===== config.mk =====
export PLATFORM = sky130hd
export DESIGN_NAME = ccr_register_bank
export DESIGN_NICKNAME = d
export VERILOG_FILES = /design/src/hdl/ccr_pkg.sv /design/src/hdl/ccr_pin_sync.sv /design/src/hdl/ccr_register_bank.sv
export VERILOG_INCLUDE_DIRS = /design/src /design/src/hdl
export SDC_FILE = /design/constraint.sdc
export NUM_CORES = 1
export LEC_CHECK = 0
export BUFFER_PORTS_ARGS = -buffer_cell sky130_fd_sc_hd__buf_2
export CAP_MARGIN = 25
export CORE_UTILIZATION = 25
export CTS_CLUSTER_SIZE = 25
export DETAILED_ROUTE_END_ITERATION = 10
export GPL_TIMING_DRIVEN = 0
export PLACE_DENSITY = 0.44
export SYNTH_ARGS = -nofsm -noshare
export SYNTH_HDL_FRONTEND = slang
export SYNTH_SLANG_ARGS = --single-unit
export TNS_END_PERCENT = 1

===== constraint.sdc =====
create_clock -name clock -period 6.35 [get_ports clock]
set_clock_uncertainty 0.1 [all_clocks]
set_input_delay 0.635 -clock clock [delete_from_list [all_inputs] [get_ports clock]]
set_output_delay 0.635 -clock clock [all_outputs]
set_load 0.1 [all_outputs]

===== src/hdl/ccr_cfg.svh =====
`ifndef CCR_CFG_SVH
`define CCR_CFG_SVH

// ****************************************************************
// Bus address
// ****************************************************************
`define CCR_SLAVE_ADDR      7'h09
`define CCR_BYTE_BITS       4'h8

// ****************************************************************
// Register offsets
// ****************************************************************
`define CCR_OFS_INPUT_SRC   8'h00
`define CCR_OFS_POWER_ON    8'h01
`define CCR_OFS_CHG_CUR     8'h02
`define CCR_OFS_PRE_TERM    8'h03
`define CCR_OFS_BATT_VOLT   8'h04

// ****************************************************************
// Reset values
// ****************************************************************
`define CCR_RST_INPUT_SRC   8'h4F
`define CCR_RST_POWER_ON    8'h04
`define CCR_RST_CHG_CUR     8'h0E
`define CCR_RST_PRE_TERM    8'h4A
`define CCR_RST_BATT_VOLT   8'hA3
`define CCR_UNMAPPED_READ   8'h00

// ****************************************************************
// Field positions
// ****************************************************************
`define CCR_HIZ_BIT         7
`define CCR_VINMIN_MSB      6
`define CCR_VINMIN_LSB      3
`define CCR_IINLIM_MSB      2
`define CCR_IINLIM_LSB      0
`define CCR_REGRST_BIT      7
`define CCR_WDRST_BIT       6
`define CCR_PWR_KEEP_MSB    5
`define CCR_CHGDIS_BIT      3
`define CCR_LOCKOUT_MSB     2
`define CCR_LOCKOUT_LSB     0
`define CCR_ICC_MSB         4
`define CCR_ICC_LSB         0
`define CCR_DSCHG_MSB       6
`define CCR_DSCHG_LSB       3
`define CCR_DSCHG_INVALID   4'h0
`define CCR_OTP_BIT         2
`define CCR_IPRE_MSB        1
`define CCR_IPRE_LSB        0
`define CCR_VREG_MSB        7
`define CCR_VREG_LSB        2
`define CCR_PREXIT_BIT      1
`define CCR_RECHG_BIT       0

`endif


===== src/hdl/ccr_pkg.sv =====
package ccr_pkg;

    // ****************************************************************
    // Serial slave states
    // ****************************************************************
    typedef enum logic [3:0] {
        CCR_IDLE,
        CCR_ADDR,
        CCR_ADDR_ACK,
        CCR_REG,
        CCR_REG_ACK,
        CCR_WDATA,
        CCR_WDATA_ACK,
        CCR_RDATA,
        CCR_RDATA_ACK
    } ccr_state_type;

endpackage


===== src/hdl/ccr_pin_sync.sv =====
// ****************************************************************
// Three-stage pin synchroniser with agreement filter
// ****************************************************************
module ccr_pin_sync (
    input  wire logic clock,
    input  wire logic rst_n,
    input  wire logic pin,
    output logic      level
);

    logic stage1_q;
    logic stage2_q;
    logic stage3_q;
    logic level_q;

    // Bus lines idle high, so every stage starts high
    always_ff @(posedge clock or negedge rst_n) begin
        if (!rst_n) begin
            stage1_q <= 1'h1;
            stage2_q <= 1'h1;
            stage3_q <= 1'h1;
        end else begin
            stage1_q <= pin;
            stage2_q <= stage1_q;
            stage3_q <= stage2_q;
        end
    end

    // Accept a change only once two settled stages agree
    always_ff @(posedge clock or negedge rst_n) begin
        if (!rst_n) begin
            level_q <= 1'h1;
        end else if (stage2_q == stage3_q) begin
            level_q <= stage3_q;
        end
    end

    assign level = level_q;

endmodule


===== src/hdl/ccr_register_bank.sv =====
`include "ccr_cfg.svh"

module ccr_register_bank
    import ccr_pkg::*;
(
    input  wire logic       clock,
    input  wire logic       rst_b,
    input  wire logic       scl,
    input  wire logic       sda_pin,
    output logic            sda_data,
    output logic            sda_enable,
    output logic            input_high_impedance_enable,
    output logic [3:0]      vin_min_code,
    output logic [2:0]      input_current_limit_code,
    output logic            charge_disable_n,
    output logic [2:0]      battery_lockout_code,
    output logic [4:0]      fast_charge_current_code,
    output logic [3:0]      discharge_limit_code,
    output logic            board_overtemp_disable,
    output logic [1:0]      precharge_current_code,
    output logic [5:0]      regulation_voltage_code,
    output logic            precharge_exit_threshold,
    output logic            recharge_threshold_select,
    output logic            watchdog_restart
);

    // ****************************************************************
    // Declarations
    // ****************************************************************
    logic           rst_meta_q;
    logic           rst_n_q;
    logic           scl_f;
    logic           sda_f;
    logic           scl_prev_q;
    logic           sda_prev_q;
    logic           scl_rise;
    logic           scl_fall;
    logic           bus_start;
    logic           bus_stop;
    ccr_state_type  state_q;
    logic [3:0]     bit_cnt_q;
    logic [7:0]     shift_q;
    logic [7:0]     ptr_q;
    logic           rw_q;
    logic [7:0]     tx_q;
    logic           nack_q;
    logic           sda_enable_q;
    logic           sda_data_q;
    logic           byte_done;
    logic           wr_en;
    logic [7:0]     rd_byte;
    logic [7:0]     input_src_q;
    logic [7:0]     power_on_q;
    logic [7:0]     chg_cur_q;
    logic [7:0]     pre_term_q;
    logic [7:0]     batt_volt_q;
    logic           watchdog_restart_q;

    // ****************************************************************
    // Reset release
    // ****************************************************************

    // Release is synchronous so no flop sees a ragged reset edge
    always_ff @(posedge clock or negedge rst_b) begin
        if (!rst_b) begin
            rst_meta_q <= 1'h0;
            rst_n_q    <= 1'h0;
        end else begin
            rst_meta_q <= 1'h1;
            rst_n_q    <= rst_meta_q;
        end
    end

    // ****************************************************************
    // Pin conditioning
    // ****************************************************************

    // Both bus lines come from outside the clock domain
    ccr_pin_sync u_scl_sync (
        .clock (clock),
        .rst_n (rst_n_q),
        .pin   (scl),
        .level (scl_f)
    );

    ccr_pin_sync u_sda_sync (
        .clock (clock),
        .rst_n (rst_n_q),
        .pin   (sda_pin),
        .level (sda_f)
    );

    // Previous filtered levels for edge and condition detection
    always_ff @(posedge clock or negedge rst_n_q) begin
        if (!rst_n_q) begin
            scl_prev_q <= 1'h1;
            sda_prev_q <= 1'h1;
        end else begin
            scl_prev_q <= scl_f;
            sda_prev_q <= sda_f;
        end
    end

    // Clock edges, and data edges while the clock stays high
    assign scl_rise  = scl_f & ~scl_prev_q;
    assign scl_fall  = ~scl_f & scl_prev_q;
    assign bus_start = scl_f & scl_prev_q & sda_prev_q & ~sda_f;
    assign bus_stop  = scl_f & scl_prev_q & ~sda_prev_q & sda_f;
    assign byte_done = scl_fall && (bit_cnt_q == `CCR_BYTE_BITS);

    // ****************************************************************
    // Read multiplexer
    // ****************************************************************

    // Unmapped offsets read as zero rather than aliasing
    function automatic logic [7:0] ccr_read_mux(input logic [7:0] ofs);
        logic [7:0] value;
        value = `CCR_UNMAPPED_READ;
        case (ofs)
            `CCR_OFS_INPUT_SRC: value = input_src_q;
            `CCR_OFS_POWER_ON:  value = power_on_q;
            `CCR_OFS_CHG_CUR:   value = chg_cur_q;
            `CCR_OFS_PRE_TERM:  value = pre_term_q;
            `CCR_OFS_BATT_VOLT: value = batt_volt_q;
            default:            value = `CCR_UNMAPPED_READ;
        endcase
        return value;
    endfunction

    always_comb rd_byte = ccr_read_mux(ptr_q); // Tracks register changes

    // ****************************************************************
    // Serial slave sequencer
    // ****************************************************************

    // Data moves only while the clock is low; start and stop win
    always_ff @(posedge clock or negedge rst_n_q) begin
        if (!rst_n_q) begin
            state_q      <= CCR_IDLE;
            bit_cnt_q    <= 4'h0;
            shift_q      <= 8'h00;
            ptr_q        <= 8'h00;
            rw_q         <= 1'h0;
            tx_q         <= 8'h00;
            nack_q       <= 1'h0;
            sda_enable_q <= 1'h0;
        end else if (bus_start) begin
            state_q      <= CCR_ADDR;
            bit_cnt_q    <= 4'h0;
            sda_enable_q <= 1'h0;
        end else if (bus_stop) begin
            state_q      <= CCR_IDLE;
            sda_enable_q <= 1'h0;
        end else begin
            unique case (state_q)
                CCR_IDLE: begin
                    sda_enable_q <= 1'h0;
                end
                CCR_ADDR, CCR_REG, CCR_WDATA: begin
                    if (scl_rise) begin
                        shift_q   <= {shift_q[6:0], sda_f};
                        bit_cnt_q <= bit_cnt_q + 4'h1;
                    end else if (byte_done) begin
                        if (state_q == CCR_ADDR) begin
                            if (shift_q[7:1] == `CCR_SLAVE_ADDR) begin
                                rw_q         <= shift_q[0];
                                sda_enable_q <= 1'h1;
                                state_q      <= CCR_ADDR_ACK;
                            end else begin
                                state_q      <= CCR_IDLE;
                            end
                        end else if (state_q == CCR_REG) begin
                            ptr_q        <= shift_q;
                            sda_enable_q <= 1'h1;
                            state_q      <= CCR_REG_ACK;
                        end else begin
                            // Pointer steps so multi-byte writes walk on
                            ptr_q        <= ptr_q + 8'h01;
                            sda_enable_q <= 1'h1;
                            state_q      <= CCR_WDATA_ACK;
                        end
                    end
                end
                CCR_ADDR_ACK: begin
                    if (scl_fall) begin
                        if (rw_q) begin
                            // First read bit goes out at once
                            sda_enable_q <= ~rd_byte[7];
                            tx_q         <= {rd_byte[6:0], 1'h0};
                            bit_cnt_q    <= 4'h1;
                            state_q      <= CCR_RDATA;
                        end else begin
                            sda_enable_q <= 1'h0;
                            bit_cnt_q    <= 4'h0;
                            state_q      <= CCR_REG;
                        end
                    end
                end
                CCR_REG_ACK, CCR_WDATA_ACK: begin
                    if (scl_fall) begin
                        sda_enable_q <= 1'h0;
                        bit_cnt_q    <= 4'h0;
                        state_q      <= CCR_WDATA;
                    end
                end
                CCR_RDATA: begin
                    if (byte_done) begin
                        sda_enable_q <= 1'h0;
                        ptr_q        <= ptr_q + 8'h01;
                        state_q      <= CCR_RDATA_ACK;
                    end else if (scl_fall) begin
                        sda_enable_q <= ~tx_q[7];
                        tx_q         <= {tx_q[6:0], 1'h0};
                        bit_cnt_q    <= bit_cnt_q + 4'h1;
                    end
                end
                CCR_RDATA_ACK: begin
                    if (scl_rise) begin
                        nack_q <= sda_f;
                    end else if (scl_fall) begin
                        if (nack_q) begin
                            // Master is done; wait for stop or restart
                            state_q      <= CCR_IDLE;
                        end else begin
                            sda_enable_q <= ~rd_byte[7];
                            tx_q         <= {rd_byte[6:0], 1'h0};
                            bit_cnt_q    <= 4'h1;
                            state_q      <= CCR_RDATA;
                        end
                    end
                end
                default: begin
                    state_q      <= CCR_IDLE;
                    sda_enable_q <= 1'h0;
                end
            endcase
        end
    end

    // The pin is only ever pulled low, never driven high
    always_ff @(posedge clock or negedge rst_n_q) begin
        if (!rst_n_q) begin
            sda_data_q <= 1'h0;
        end else begin
            sda_data_q <= 1'h0;
        end
    end

    // ****************************************************************
    // Configuration registers
    // ****************************************************************

    // Write lands when the eighth data bit has been clocked in
    assign wr_en = (state_q == CCR_WDATA) && byte_done;

    always_ff @(posedge clock or negedge rst_n_q) begin
        if (!rst_n_q) begin
            input_src_q <= `CCR_RST_INPUT_SRC;
            power_on_q  <= `CCR_RST_POWER_ON;
            chg_cur_q   <= `CCR_RST_CHG_CUR;
            pre_term_q  <= `CCR_RST_PRE_TERM;
            batt_volt_q <= `CCR_RST_BATT_VOLT;
        end else if (wr_en) begin
            case (ptr_q)
                `CCR_OFS_INPUT_SRC: begin
                    input_src_q <= shift_q;
                end
                `CCR_OFS_POWER_ON: begin
                    if (shift_q[`CCR_REGRST_BIT]) begin
                        // Whole map returns to defaults, itself included
                        input_src_q <= `CCR_RST_INPUT_SRC;
                        power_on_q  <= `CCR_RST_POWER_ON;
                        chg_cur_q   <= `CCR_RST_CHG_CUR;
                        pre_term_q  <= `CCR_RST_PRE_TERM;
                        batt_volt_q <= `CCR_RST_BATT_VOLT;
                    end else begin
                        // Command bits are never stored
                        power_on_q <= {2'h0,
                            shift_q[`CCR_PWR_KEEP_MSB:0]};
                    end
                end
                `CCR_OFS_CHG_CUR: begin
                    chg_cur_q <= shift_q;
                end
                `CCR_OFS_PRE_TERM: begin
                    // Invalid limit code keeps the previous limit
                    if (shift_q[`CCR_DSCHG_MSB:`CCR_DSCHG_LSB]
                        == `CCR_DSCHG_INVALID) begin
                        pre_term_q <= {shift_q[7],
                            pre_term_q[`CCR_DSCHG_MSB:`CCR_DSCHG_LSB],
                            shift_q[`CCR_OTP_BIT:0]};
                    end else begin
                        pre_term_q <= shift_q;
                    end
                end
                `CCR_OFS_BATT_VOLT: begin
                    batt_volt_q <= shift_q;
                end
                default: begin
                    // Writes to unmapped offsets are dropped
                    input_src_q <= input_src_q;
                end
            endcase
        end
    end

    // One-cycle restart pulse toward the watchdog timer
    always_ff @(posedge clock or negedge rst_n_q) begin
        if (!rst_n_q) begin
            watchdog_restart_q <= 1'h0;
        end else begin
            watchdog_restart_q <= wr_en && (ptr_q == `CCR_OFS_POWER_ON)
                && shift_q[`CCR_WDRST_BIT];
        end
    end

    // ****************************************************************
    // Output fields, straight from register bits
    // ****************************************************************
    assign sda_data                    = sda_data_q;
    assign sda_enable                  = sda_enable_q;
    assign input_high_impedance_enable = input_src_q[`CCR_HIZ_BIT];
    assign vin_min_code                =
        input_src_q[`CCR_VINMIN_MSB:`CCR_VINMIN_LSB];
    assign input_current_limit_code    =
        input_src_q[`CCR_IINLIM_MSB:`CCR_IINLIM_LSB];
    assign charge_disable_n            = power_on_q[`CCR_CHGDIS_BIT];
    assign battery_lockout_code        =
        power_on_q[`CCR_LOCKOUT_MSB:`CCR_LOCKOUT_LSB];
    assign fast_charge_current_code    =
        chg_cur_q[`CCR_ICC_MSB:`CCR_ICC_LSB];
    assign discharge_limit_code        =
        pre_term_q[`CCR_DSCHG_MSB:`CCR_DSCHG_LSB];
    assign board_overtemp_disable      = pre_term_q[`CCR_OTP_BIT];
    assign precharge_current_code      =
        pre_term_q[`CCR_IPRE_MSB:`CCR_IPRE_LSB];
    assign regulation_voltage_code     =
        batt_volt_q[`CCR_VREG_MSB:`CCR_VREG_LSB];
    assign precharge_exit_threshold    = batt_volt_q[`CCR_PREXIT_BIT];
    assign recharge_threshold_select   = batt_volt_q[`CCR_RECHG_BIT];
    assign watchdog_restart            = watchdog_restart_q;

endmodule


# Word level (Yosys, flattened, before mapping)
# Cells that the tools add are included.
[op_classes] add_sub_neg=2 eq_ne=49 mux=67 n_bitwise=16 reduce_logical=30
[ops] operator="$mux 8" count=16
[ops] operator="$mux 4" count=20
[ops] operator="$pmux 8 s2" count=5
[ops] operator="$pmux 8 s5" count=1
[ops] operator="$ne 4x4->1 const B" count=8
[ops] operator="$ne 2x2->1 const B" count=14
[ops] operator="$ne 3x3->1 const B" count=9
[ops] operator="$pmux 4 s6" count=1
[ops] operator="$pmux 8 s3" count=1
[ops] operator="$pmux 4 s5" count=1
[ops] operator="$reduce_and 10->1" count=2
[ops] operator="$eq 4x3->1 const B" count=4
[ops] operator="$eq 8x2->1 const B" count=2
[ops] operator="$mux 1" count=15
[ops] operator="$reduce_and 7->1" count=2
[ops] operator="$reduce_and 3->1" count=4
[ops] operator="$reduce_and 4->1" count=3
[ops] operator="$ne 5x5->1 const B" count=2
[ops] operator="$reduce_bool 2->1" count=5
[ops] operator="$not 1->1" count=9
[ops] operator="$reduce_and 9->1" count=1
[ops] operator="$add 8x1->8 const B" count=1
[ops] operator="$eq 4x2->1 const B" count=2
[ops] operator="$eq 4x4->1 const B" count=2
[ops] operator="21 further kinds" count=34
[word_totals] register_bits=88 in_bits=4 out_inout_bits=35 word_cells=191

# Depth between registers and ports, before layout
# Gate-level depths: netlist of run 1.
[logic_depth] word_depth=9 ltp_mapped=9

# By module
# A second synthesis of run 1 with hierarchy kept.
[hier_totals] hier_cells=479 area_unflattened_um2=4649.5
[modules_own_cells] module="ccr_register_bank" n_inst=1 cells_each=469 area_per_inst_um2=4416.7 seq_area_each_um2=1949.4
[modules_own_cells] module="ccr_pin_sync" n_inst=2 cells_each=5 area_per_inst_um2=116.4 seq_area_each_um2=105.1

# Least setup slack after synthesis of run 1
# Ideal clock, no wire load.
[synth_path] kind="register to register" from="register scl_prev_q" to="register chg_cur_q[4]" setup_time_ps=121 t_arrival_ps=1932 required_time_ps=6129 slack_ps=4197 path_stages_with_launch=7 n_path_buf=1 synth_period_minus_slack_ps=2153 cell_sequence="dfstp_2 -> clkbuf_2 -> and4bb_2 -> and4_1 -> nand2_2 -> or3_1 -> a22o_1"
[synth_via] elab_chain_cells=4
[synth_lines] element="start: declaration" line_no="ccr_register_bank.sv:34" source="logic scl_prev_q;"
[synth_lines] element="start signal: assignment" line_no="ccr_register_bank.sv:99" source="scl_prev_q <= scl_f;"
[synth_lines] element="$and 1x1->1" line_no="ccr_register_bank.sv:106" source="assign scl_fall = ~scl_f & scl_prev_q;"
[synth_lines] element="$logic_and 1x1->1" line_no="ccr_register_bank.sv:109" source="assign byte_done = scl_fall && (bit_cnt_q == `CCR_BYTE_BITS);"
[synth_lines] element="$logic_and 1x1->1" line_no="ccr_register_bank.sv:254" source="assign wr_en = (state_q == CCR_WDATA) && byte_done;"
[synth_lines] element="$reduce_and 3->1 (no source line)"
[synth_lines] element="end signal: assignment" line_no="ccr_register_bank.sv:260" source="chg_cur_q <= `CCR_RST_CHG_CUR;"
[synth_lines] element="end signal: assignment" line_no="ccr_register_bank.sv:273" source="chg_cur_q <= `CCR_RST_CHG_CUR;"
[synth_lines] element="end signal: assignment" line_no="ccr_register_bank.sv:283" source="chg_cur_q <= shift_q;"
[synth_lines] element="end: declaration" line_no="ccr_register_bank.sv:54" source="logic [7:0] chg_cur_q;"
# No other way between the ends.
# A chain may end at the register's enable or synchronous reset.

# Final worst setup path of run 1
[layout_path] from="register ptr_q[0]" to="register batt_volt_q[3]"
[layout_via] elab_chain_cells=3
[layout_lines] element="start: declaration" line_no="ccr_register_bank.sv:43" source="logic [7:0] ptr_q;"
[layout_lines] element="start signal: assignment" line_no="ccr_register_bank.sv:173" source="ptr_q <= shift_q;"
[layout_lines] element="start signal: assignment" line_no="ccr_register_bank.sv:178" source="ptr_q <= ptr_q + 8'h01;"
[layout_lines] element="start signal: assignment" line_no="ccr_register_bank.sv:209" source="ptr_q <= ptr_q + 8'h01;"
[layout_lines] element="$eq 8x1->1 / $eq 8x3->1 (equally long branches)" line_no="ccr_register_bank.sv:264" source="case (ptr_q)"
[layout_lines] element="$ne 2x2->1 (no source line) / $reduce_bool 2->1 (equally long branches)"
[layout_lines] element="$reduce_and 3->1 (no source line)"
[layout_lines] element="end signal: assignment" line_no="ccr_register_bank.sv:262" source="batt_volt_q <= `CCR_RST_BATT_VOLT;"
[layout_lines] element="end signal: assignment" line_no="ccr_register_bank.sv:275" source="batt_volt_q <= `CCR_RST_BATT_VOLT;"
[layout_lines] element="end signal: assignment" line_no="ccr_register_bank.sv:297" source="batt_volt_q <= shift_q;"
[layout_lines] element="end: declaration" line_no="ccr_register_bank.sv:56" source="logic [7:0] batt_volt_q;"
# Several ways; a longest one is shown, not always the timed one.

==> results of run 1 <==
[area by class of cell]
type / instances / area, sq um
inverter: 20 / 75.1
tap: 229 / 287
buffer: 49 / 263
clock inverter: 5 / 58.8
clock buffer: 11 / 243
multi-input combinational: 322 / 2160
sequential: 85 / 2160
timing repair buffer: 39 / 223
fill: 1906 / 12600
[metrics by stage]
| stage | hold WS, ns | area [sq um] | util, % | worst slack [ns] | power (mW) |
|---|---|---|---|---|---|
| final | 0.0963 | 5470 | 30.3 | 3.75 | 1.54 |
| after global routing | 0.125 | 5470 | 30.3 | 3.55 | 1.62 |
| after CTS | 0.110 | 5470 | 30.3 | 3.78 | 1.56 |
| after detailed placement | 0.103 | 5160 | 28.5 | 3.82 | 1.01 |
| after global placement | 0.238 | 5130 | 28.4 | 2.66 | 0.999 |
| after floorplan | 0.231 | 4660 | - | 3.75 | 0.898 |
[power groups by stage]
stage,clock (mW),combinational (mW),sequential [mW]
2_1_floorplan,0,0.252,0.647
3_3_place_gp,0,0.368,0.631
3_5_place_dp,0,0.381,0.624
4_1_cts,0.558,0.383,0.615
5_1_grt,0.581,0.415,0.621
6_report,0.542,0.382,0.615
[how the worst min path moves through the flow]
stage | startpoint | endpoint | slack [ns] | cells past startpoint
after floorplan | rst_meta_q | rst_n_q | 0.23 | 0
after global placement | rst_meta_q | rst_n_q | 0.24 | 0
after detailed placement | rst_n_q | state_q[0] | 0.10 | 0
after CTS | rst_n_q | state_q[0] | 0.11 | 0
after global routing | rst_n_q | state_q[0] | 0.12 | 0
final | rst_n_q | bit_cnt_q[3] | 0.1 | 0
[cells in the final DEF (no fill, tap or decap), drive strengths merged, types with 7 or more instances in the layout]
| cell type | synthesis | final |
|---|---|---|
| dfrtp | 59 | 59 |
| nand3 | 19 | 19 |
| dfstp | 26 | 26 |
| a22oi | 16 | 16 |
| nand2b | 7 | 7 |
| o22a | 17 | 17 |
| nor2 | 22 | 22 |
| inv | 20 | 21 |
| a21oi | 36 | 36 |
| buf | 23 | 61 |
| o21ai | 26 | 26 |
| a22o | 14 | 14 |
| mux2 | 14 | 14 |
| clkbuf | 26 | 37 |
| nor3 | 10 | 10 |
| nand2 | 41 | 41 |
[registers in the layout, summed over array words and instances, names as in the netlist, 4 cells and up]
| signal | cells |
|---|---|
| power_on_q | 6 |
| chg_cur_q | 8 |
| state_q | 4 |
| pre_term_q | 8 |
| input_src_q | 8 |
| bit_cnt_q | 4 |
| shift_q | 8 |
| ptr_q | 8 |
| tx_q | 7 |
| batt_volt_q | 8 |
[cell families after synthesis]
kind of cell    after synthesis
mux                          20
buf+inv                      69
other cells                   2
flops                        85
compound gates              153
fa+ha+maj                     9
simple gates                138
[synthesized netlist by cell type (3+ instances only)]
library cell	count
mux2i_1	6
mux2_2	14
clkbuf_1	25
nor3_1	8
and3_1	5
a21oi_1	36
nand3_1	19
o22a_1	17
dfstp_2	26
o2bb2ai_1	3
ha_1	6
nand2b_1	7
o22ai_1	5
dfrtp_1	59
nand2_1	40
a21boi_0	3
a22o_1	14
buf_4	17
inv_1	20
a31oi_1	4
o21a_1	3
and2_1	4
nor2_1	22
nor2b_1	6
nand4_1	3
o21ai_0	25
buf_2	5
a22oi_1	16
nand4b_1	3
maj3_1	3
[timing repair]
action | CTS | global route
endpoints found under the setup margin | 0 | 0
hold endpoints to repair | 2 | 0
hold buffers | 1 | 0
[metal layers]
layer	routed length, um	GRT usage, %	vias up
met5	0	0	-
met2	6010	21.5	85
met4	161	4.97	0
li1	-	-	1831
met3	555	2.42	9
met1	6750	21.4	1972
==> flow_metrics.py, run 1 <==
metrics = {
    "run_status": {
        "status": "finished clean",
    },
    "yosys": {
        "seq_area_frac_synth_pct": 46.4,
        "ys_ff_latch": 85,
        "syn_avg_cell_area_sq_um": 9.79,
        "synth_cell_type_count": 71,
        "synth_top_family_by_area": "compound AO/OA/AOI/OAI gates",
        "syn-num-nets": 486,
        "synth_flop_cell": "dfrtp_1",
        "synth_edf_count": 0,
        "syn_inst": 476,
        "yosys.area_share.simple_pct": 16.3,
        "synthesis.area_sq_um": 4660,
        "yosysTopAreaCellShare_pct": 31.7,
        "yosys_warnings": 0,
        "async_reset_ff_share_pct": 100,
        "synth_compound_area_share_pct": 23.0,
        "post_synth_mux_area_share_pct": 4.67,
        "yosys.area.top_type": "dfrtp_1",
        "synth_area_leaders": "dfrtp_1 (32%), dfstp_2 (15%), a21oi_1 (3.9%)",
        "synth_xor_area_share_pct": 0,
        "synth_fa_ha_area_share_pct": 2.26,
    },
    "placed_design": {
        "dp_hpwl_um": 9550,
        "gp_congestion": 0.805,
        "placedCellCount": 743,
        "portBuffers": 37,
    },
    "worst_setup_path": {
        "crit_required_ns": 6.48,
        "crit_fanout": 10,
        "r2r_start": "ptr_q[0]",
        "ff2ff_path_depth": 8,
        "crit_arrival_ns": 2.73,
        "regToRegSetupSlack_ns": 3.75,
        "worstSetupStartpoint": "ptr_q[0]",
        "cpMostUsedCell": "clkbuf_1",
        "worst-setup-path-type": "flip-flop to flip-flop",
        "critPathSlowestCell": "dfrtp_1",
        "cp_top_family": "buffers and inverters",
        "r2r-end": "batt_volt_q[3]",
        "worst_path_largest_cell_delay_ns": 0.42,
        "crit_chain": "inv_1, ha_1, clkbuf_1, and2_1, clkbuf_1, and3_1, a31oi_1, a22o_1",
        "crit_cells": 8,
        "path_buf_inv": 3,
        "start_kind": "flip-flop",
        "endpoint": "batt_volt_q[3]",
        "cp-end-kind": "flip-flop",
    },
    "hold_path": {
        "holdCritPathClass": "flip-flop to async pin",
    },
    "layout": {
        "instances_no_fill": 760,
        "antenna_cells": 0,
        "nets": 536,
        "drive_above_1_share_pct": 24.9,
        "area_growth_pct": 17.5,
    },
    "floorplan": {
        "coreArea_sq_um": 18100,
        "fp.dieArea_sq_um": 19200,
        "fp.dieH_um": 139,
        "die-width_um": 139,
        "ios": 39,
        "floorplan.initialDensity_pct": 25.8,
        "num_rows": 49,
    },
    "timing": {
        "maxSlewHeadroom_pct": 46.0,
        "hold_viol": 0,
        "rsz0062_at_grt": "no",
        "worst_slew_pin_slew_ns": 0.810,
        "setup_violations": 0,
        "period_minus_slack_ns": 2.60,
        "fmax_mhz": 385,
        "tns_ns": 0,
        "slew_violations": 0,
        "period_share_pct": 40.9,
    },
    "clocking": {
        "clk_latency_ns": 0.35,
        "clock_sinks": 85,
        "root_buffer": "clkbuf_16",
        "htreeDepth": 3,
        "cts_setup_buffers": 0,
        "cts_tree": "yes",
        "post_cts_resized": 0,
        "numCtsBuffers": 9,
        "clk_path_buf_depth": 2,
        "cts.clk_slew.worst_paths_ns": 0.06,
    },
    "route": {
        "vias_per_cell": 5.13,
        "drt-pass1-iter-count": 4,
        "routed_wl_um": 13500,
        "wl_per_cell_um": 17.7,
        "ant_nets": 0,
        "vias": 3897,
        "drt-initial-drc-count": 353,
        "drc": 0,
    },
    "power": {
        "internal_power_mw": 1.03,
        "power_density_nw_per_um2": 281,
        "irDropWorstVdd_mv": 0.131,
        "power_frac_seq_pct": 40.0,
        "p_clk_share_pct": 35.2,
        "power_leakage_nw": 2.31,
        "combPwrFrac_pct": 24.8,
        "switchingPower_mw": 0.506,
        "swShare_pct": 32.9,
    },
    "global_routing": {
        "grt_pass1_vias": 3719,
        "grt.total_usage_pct": 14.6,
        "antenna_found_initial": 0,
        "grt_max_degree": 68,
        "grt_pass1_wl_um": 21500,
        "grt_overflow": 0,
    },
    "flow_run": {
        "maxCapViolCount": 0,
    },
}
(Power assumes the default switching activity.)
==> run 2, diff against run 1 <==
Settings changed: PLACE_DENSITY 0.44 to 0.45.
Clock period 6.35 ns to 2.1 ns, I/O delays scaled along.
==> run 2 against run 1 <==
Against the previous run: the run now ends with DRC, setup timing left; total power grew to 3.1 times the previous value; sequential power increased to 3.1 times the previous value; sequential share of layout area fell by 2.5 points; hold slack worse by 0.022 ns; non-clock buffer count increased by 14; register-to-register slack got worse by 3.8 ns; sequential cell count unchanged; maximum frequency up 22%; critical path depth is 2 lower; cell count up 2.0%; first-iteration DRC count fell by 33%; largest cell class is now multi-input gates.
==> flow_metrics.py, run 2 (synthesis gave the netlist of run 1 again) <==
metrics = {
    "clocking": {
        "numCtsBuffers": 9,
        "cts.clk_slew.worst_paths_ns": 0.07,
        "root_buffer": "clkbuf_16",
        "clk_path_buf_depth": 2,
        "clock_sinks": 85,
        "cts_tree": "yes",
        "htreeDepth": 3,
        "clk_latency_ns": 0.35,
    },
    "timing": {
        "rsz0062_at_grt": "yes",
        "hold_viol": 0,
        "maxSlewHeadroom_pct": 47.3,
        "fin_ws_ns": -0.0257,
        "worst_slew_pin_slew_ns": 0.790,
        "fmax_mhz": 470,
        "setup_violations": 11,
        "slew_violations": 0,
        "period_minus_slack_ns": 2.13,
        "period_share_pct": 101,
    },
    "route": {
        "drc": 4,
        "wl_per_cell_um": 17.8,
        "routed_wl_um": 13800,
        "drt-pass1-iter-count": 10,
        "vias": 3896,
        "drt-initial-drc-count": 238,
        "ant_nets": 0,
        "vias_per_cell": 5.03,
    },
    "layout": {
        "layout_commonest_cell": "dfrtp_1",
        "mostFrequentLayoutCells": "dfrtp_1 (57), nand2_1 (39), buf_2 (38), buf_4 (34), a21oi_1 (33)",
        "area_growth_pct": 25.5,
        "instances_no_fill": 775,
        "final_util_pct": 32.3,
        "antenna_cells": 0,
        "n_fill_cell": 1849,
        "nets": 551,
        "drive_above_1_share_pct": 35.7,
    },
    "worst_setup_path": {
        "cp-end-kind": "flip-flop",
        "regToRegSetupSlack_ns": -0.03,
        "crit_arrival_ns": 2.26,
        "crit_chain": "buf_6, or2_4, a211oi_4, mux2i_2, or4_1, a22o_1",
        "cp_top_family": "simple AND/OR/NAND/NOR gates",
        "worst-setup-path-type": "flip-flop to flip-flop",
        "crit_fanout": 8,
        "crit_required_ns": 2.23,
        "start_kind": "flip-flop",
        "path_buf_inv": 1,
        "critPathSlowestCell": "or4_1",
        "worst_path_largest_cell_delay_ns": 0.50,
    },
    "placed_design": {
        "placedCellCount": 743,
        "gp_congestion": 0.809,
        "portBuffers": 37,
        "dp_hpwl_um": 9570,
    },
    "floorplan": {
        "num_rows": 49,
        "fp.dieH_um": 139,
        "ios": 39,
        "floorplan.initialDensity_pct": 25.8,
        "die-width_um": 139,
        "coreArea_sq_um": 18100,
        "fp.dieArea_sq_um": 19200,
    },
    "power": {
        "power_leakage_nw": 2.46,
        "power_mw": 4.82,
        "irDropWorstVdd_mv": 0.324,
        "power_density_nw_per_um2": 825,
    },
    "global_routing": {
        "grt_pass1_wl_um": 21900,
        "antenna_found_initial": 0,
        "grt.total_usage_pct": 14.8,
        "grt_overflow": 0,
        "grt_pass1_vias": 3823,
        "grt_max_degree": 68,
    },
    "hold_path": {
        "holdCritPathClass": "primary input to async pin",
    },
    "run_status": {
        "violations": "DRC, setup timing",
        "status": "complete, but fails checks",
    },
    "flow_run": {
        "maxCapViolCount": 0,
    },
}
-- run 2: cell types whose count changed in the layout (fill, tap and decap cells not counted), moves of 4 or more --
cell      delta
clkbuf_2     +7
o21ai_0      -4
buf_4       +17
clkbuf_1    -15
nor2_1       -4
buf_6        +4
buf_2        -4
-- run 2: area by class of cell --
cell class / instances / area [sq um] / area share, %
clock inverters: 5 / 58.8 / 1.01
repair buffers: 58 / 370 / 6.34
plain buffers: 44 / 289 / 4.94
well taps: 229 / 287 / 4.90
inverters: 20 / 75.1 / 1.28
multi-input cells: 323 / 2360 / 40.3
flip-flops and latches: 85 / 2160 / 37.0
clock buffers: 11 / 243 / 4.15
-- run 2: path summary, 6_finish.rpt --
| path | from | endpoint | cells past startpoint |
|---|---|---|---|
| max in group asynchronous | rst_n_q | input_src_q[2] | 1 |
| setup / recovery | state_q[2] | bit_cnt_q[2] | 6 |
| min in group clock | rst_meta_q | rst_n_q | 0 |
| hold / removal | rst_b | rst_meta_q | 2 |
| hold reg to reg | rst_n_q | state_q[0] | 0 |
| setup reg to reg | state_q[2] | bit_cnt_q[2] | 6 |
-- run 2: power breakdown --
group	internal, mW	switching (mW)	total (mW)
clock network	0.957	0.684	1.64
registers	1.77	0.129	1.90
logic	0.505	0.777	1.28
-- run 2: per-layer routing --
layer	track usage, %	vias up	routed length, um
li1	-	1861	-
met1	21.7	1932	6920
met2	21.9	85	6200
met3	2.15	18	488
met4	5.44	0	198
met5	0	-	0
-- run 2: repair_timing --
| action | in CTS | in global routing |
|---|---|---|
| gates resized for setup | 51 | 29 |
| endpoints found under the hold margin | 4 | 0 |
| hold buffers | 3 | 0 |
| setup buffers | 17 | 0 |
| gates cloned | 1 | 0 |
| endpoints found under the setup margin | 59 | 62 |
| pin swaps | 22 | 10 |
-- run 2: per-stage QoR --
step	area, sq um	TNS [ns]	worst slack (ns)	hold WS (ns)
2_1_floorplan	4660	-0.299	-0.0529	-0.186
3_3_place_gp	5130	-15.59	-0.453	-0.104
3_5_place_dp	5160	-15.54	-0.465	-0.100
4_1_cts	5770	-0.617	-0.0493	0.0585
5_1_grt	5850	-2.36	-0.127	0.0598
6_report	5850	-0.181	-0.0257	0.0746
==> run 3, diff against run 2 <==
Settings changed: CORE_MARGIN set to 4.
==> run 3 against run 2 <==
Against the previous run: the run ends with setup timing left; critical path depth decreased by 1; maximum frequency fell by 2.5%; design area shrank 0.26%; clock power down 2%; sequential cell count did not move; register-to-register slack lost 0.05 ns; worst setup slack got worse by 0.054 ns; critical endpoint is now chg_cur_q[5].
==> flow_metrics.py, run 3 (synthesis gave the netlist of run 1 again) <==
metrics = {
    "run_status": {
        "status": "complete, but fails checks",
        "violations": "setup timing",
    },
    "worst_setup_path": {
        "endpoint": "chg_cur_q[5]",
        "cp-end-kind": "flip-flop",
        "crit_cells": 5,
        "regToRegSetupSlack_ns": -0.08,
        "r2r-end": "chg_cur_q[5]",
        "ff2ff_path_depth": 5,
        "start_kind": "flip-flop",
        "crit_arrival_ns": 2.31,
        "crit_required_ns": 2.23,
        "worst-setup-path-type": "flip-flop to flip-flop",
        "cp_top_family": "simple AND/OR/NAND/NOR gates",
        "crit_chain": "or4_4, nor3_4, nand2_4, or3_4, a22o_1",
        "crit_fanout": 8,
        "path_buf_inv": 0,
        "worst_path_largest_cell_delay_ns": 0.54,
        "r2r_start": "ptr_q[6]",
        "critPathSlowestCell": "or4_4",
        "worstSetupStartpoint": "ptr_q[6]",
    },
    "floorplan": {
        "coreArea_sq_um": 18100,
        "num_rows": 49,
        "fp.dieArea_sq_um": 20900,
        "fp.dieH_um": 145,
        "ios": 39,
        "die-width_um": 145,
        "floorplan.initialDensity_pct": 25.7,
    },
    "timing": {
        "maxSlewHeadroom_pct": 43.4,
        "period_share_pct": 104,
        "setup_violations": 15,
        "fin_ws_ns": -0.0795,
        "worst_slew_pin_slew_ns": 0.850,
        "hold_viol": 0,
        "fmax_mhz": 459,
        "period_minus_slack_ns": 2.18,
        "rsz0062_at_grt": "yes",
        "hold_ws_ns": 0.0774,
        "slew_violations": 0,
    },
    "power": {
        "power_leakage_nw": 2.46,
        "power_density_nw_per_um2": 818,
        "swShare_pct": 33.2,
        "power_frac_seq_pct": 39.9,
        "irDropWorstVdd_mv": 0.302,
        "switchingPower_mw": 1.59,
        "p_clk_share_pct": 33.6,
        "internal_power_mw": 3.18,
        "combPwrFrac_pct": 26.4,
        "power_mw": 4.77,
    },
    "layout": {
        "final_util_pct": 32.1,
        "layout_commonest_cell": "dfrtp_1",
        "mostFrequentLayoutCells": "dfrtp_1 (57), buf_2 (40), nand2_1 (39), a21oi_1 (34), buf_4 (33)",
        "nets": 551,
        "drive_above_1_share_pct": 35.5,
        "antenna_cells": 0,
        "stdcell_area_sq_um": 5830,
        "n_fill_cell": 1895,
        "area_growth_pct": 25.2,
    },
    "global_routing": {
        "grt.total_usage_pct": 13.8,
        "grt_pass1_wl_um": 22300,
        "antenna_found_initial": 0,
        "grt_overflow": 0,
        "grt_pass1_vias": 3861,
        "grt_max_degree": 64,
    },
    "placed_design": {
        "portBuffers": 37,
        "dp_hpwl_um": 9770,
        "gp_congestion": 0.827,
        "dpl-instance-area_sq_um": 5160,
    },
    "hold_path": {
        "holdCritPathClass": "primary input to async pin",
    },
    "clocking": {
        "cts.clk_slew.worst_paths_ns": 0.07,
        "root_buffer": "clkbuf_16",
        "cts_tree": "yes",
        "clock_sinks": 85,
        "clk_latency_ns": 0.34,
        "numCtsBuffers": 9,
        "htreeDepth": 3,
        "clk_path_buf_depth": 2,
    },
    "route": {
        "routed_wl_um": 14100,
        "drt-pass1-iter-count": 5,
        "drt-initial-drc-count": 362,
        "wl_per_cell_um": 18.2,
        "drc": 0,
        "vias": 3978,
        "vias_per_cell": 5.13,
        "ant_nets": 0,
    },
    "flow_run": {
        "maxCapViolCount": 0,
    },
}
-- run 3: changes by cell type in the layout (fill, tap and decap cells not counted), sizes merged --
cell / change
clkinv: +1
clkinvlp: -1
buf: +2
clkbuf: -1
o211ai: -1
-- run 3: how the worst min path moves through the flow --
| stage | from | to | cells past startpoint |
|---|---|---|---|
| after global routing | rst_b | rst_n_q | 2 |
| after detailed placement | rst_b | rst_meta_q | 1 |
| final | rst_b | rst_n_q | 2 |
| after floorplan | rst_b | rst_meta_q | 0 |
| after CTS | rst_b | rst_n_q | 2 |
| after global placement | rst_b | rst_meta_q | 1 |
-- run 3: layer usage --
metal	track usage [%]	up-vias	routed length [um]
li1	-	1872	-
met5	0	-	0
met2	20.8	98	6510
met3	1.92	11	672
met4	4.96	0	208
met1	20.1	1997	6680
-- run 3: what timing repair did --
action | CTS | global route
gates resized for setup | 42 | 38
hold buffers | 3 | 0
endpoints found under the setup margin | 59 | 64
endpoints found under the hold margin | 4 | 0
setup buffers | 7 | 9
pin swaps | 12 | 13
cloned | 0 | 1
-- run 3: worst register-to-register path: stages (launching register included) --
cell and delay, ns:
dfrtp_1 0.43, or4_4 0.54, nor3_4 0.25, nand2_4 0.14, or3_4 0.38, a22o_1 0.23
-- run 3: through the flow --
step / setup slack, ns / TNS [ns] / std cells
2_1_floorplan: -0.0529 / -0.299 / 476
3_3_place_gp: -0.454 / -17.71 / 742
3_5_place_dp: -0.455 / -15.32 / 743
4_1_cts: -0.0893 / -1.13 / 765
5_1_grt: -0.111 / -2.24 / 775
6_report: -0.0795 / -0.517 / 775
-- run 3: final cells by class --
class / count / area [sq um] / share of cell area (%)
Buffer: 45 / 289 / 4.96
Tap cell: 229 / 287 / 4.91
Timing Repair Buffer: 58 / 370 / 6.35
Multi-Input combinational cell: 322 / 2350 / 40.3
Sequential cell: 85 / 2160 / 37.1
Clock buffer: 11 / 233 / 3.99
Inverter: 20 / 75.1 / 1.29
Clock inverter: 5 / 60.1 / 1.03
-- run 3: power by group through the flow --
stage / Sequential [mW] / Clock (mW) / Combinational, mW
after floorplan: 1.96 / 0 / 0.761
after global placement: 1.91 / 0 / 1.11
after detailed placement: 1.89 / 0 / 1.16
after CTS: 1.90 / 1.65 / 1.18
after global routing: 1.92 / 1.73 / 1.37
final: 1.90 / 1.60 / 1.26
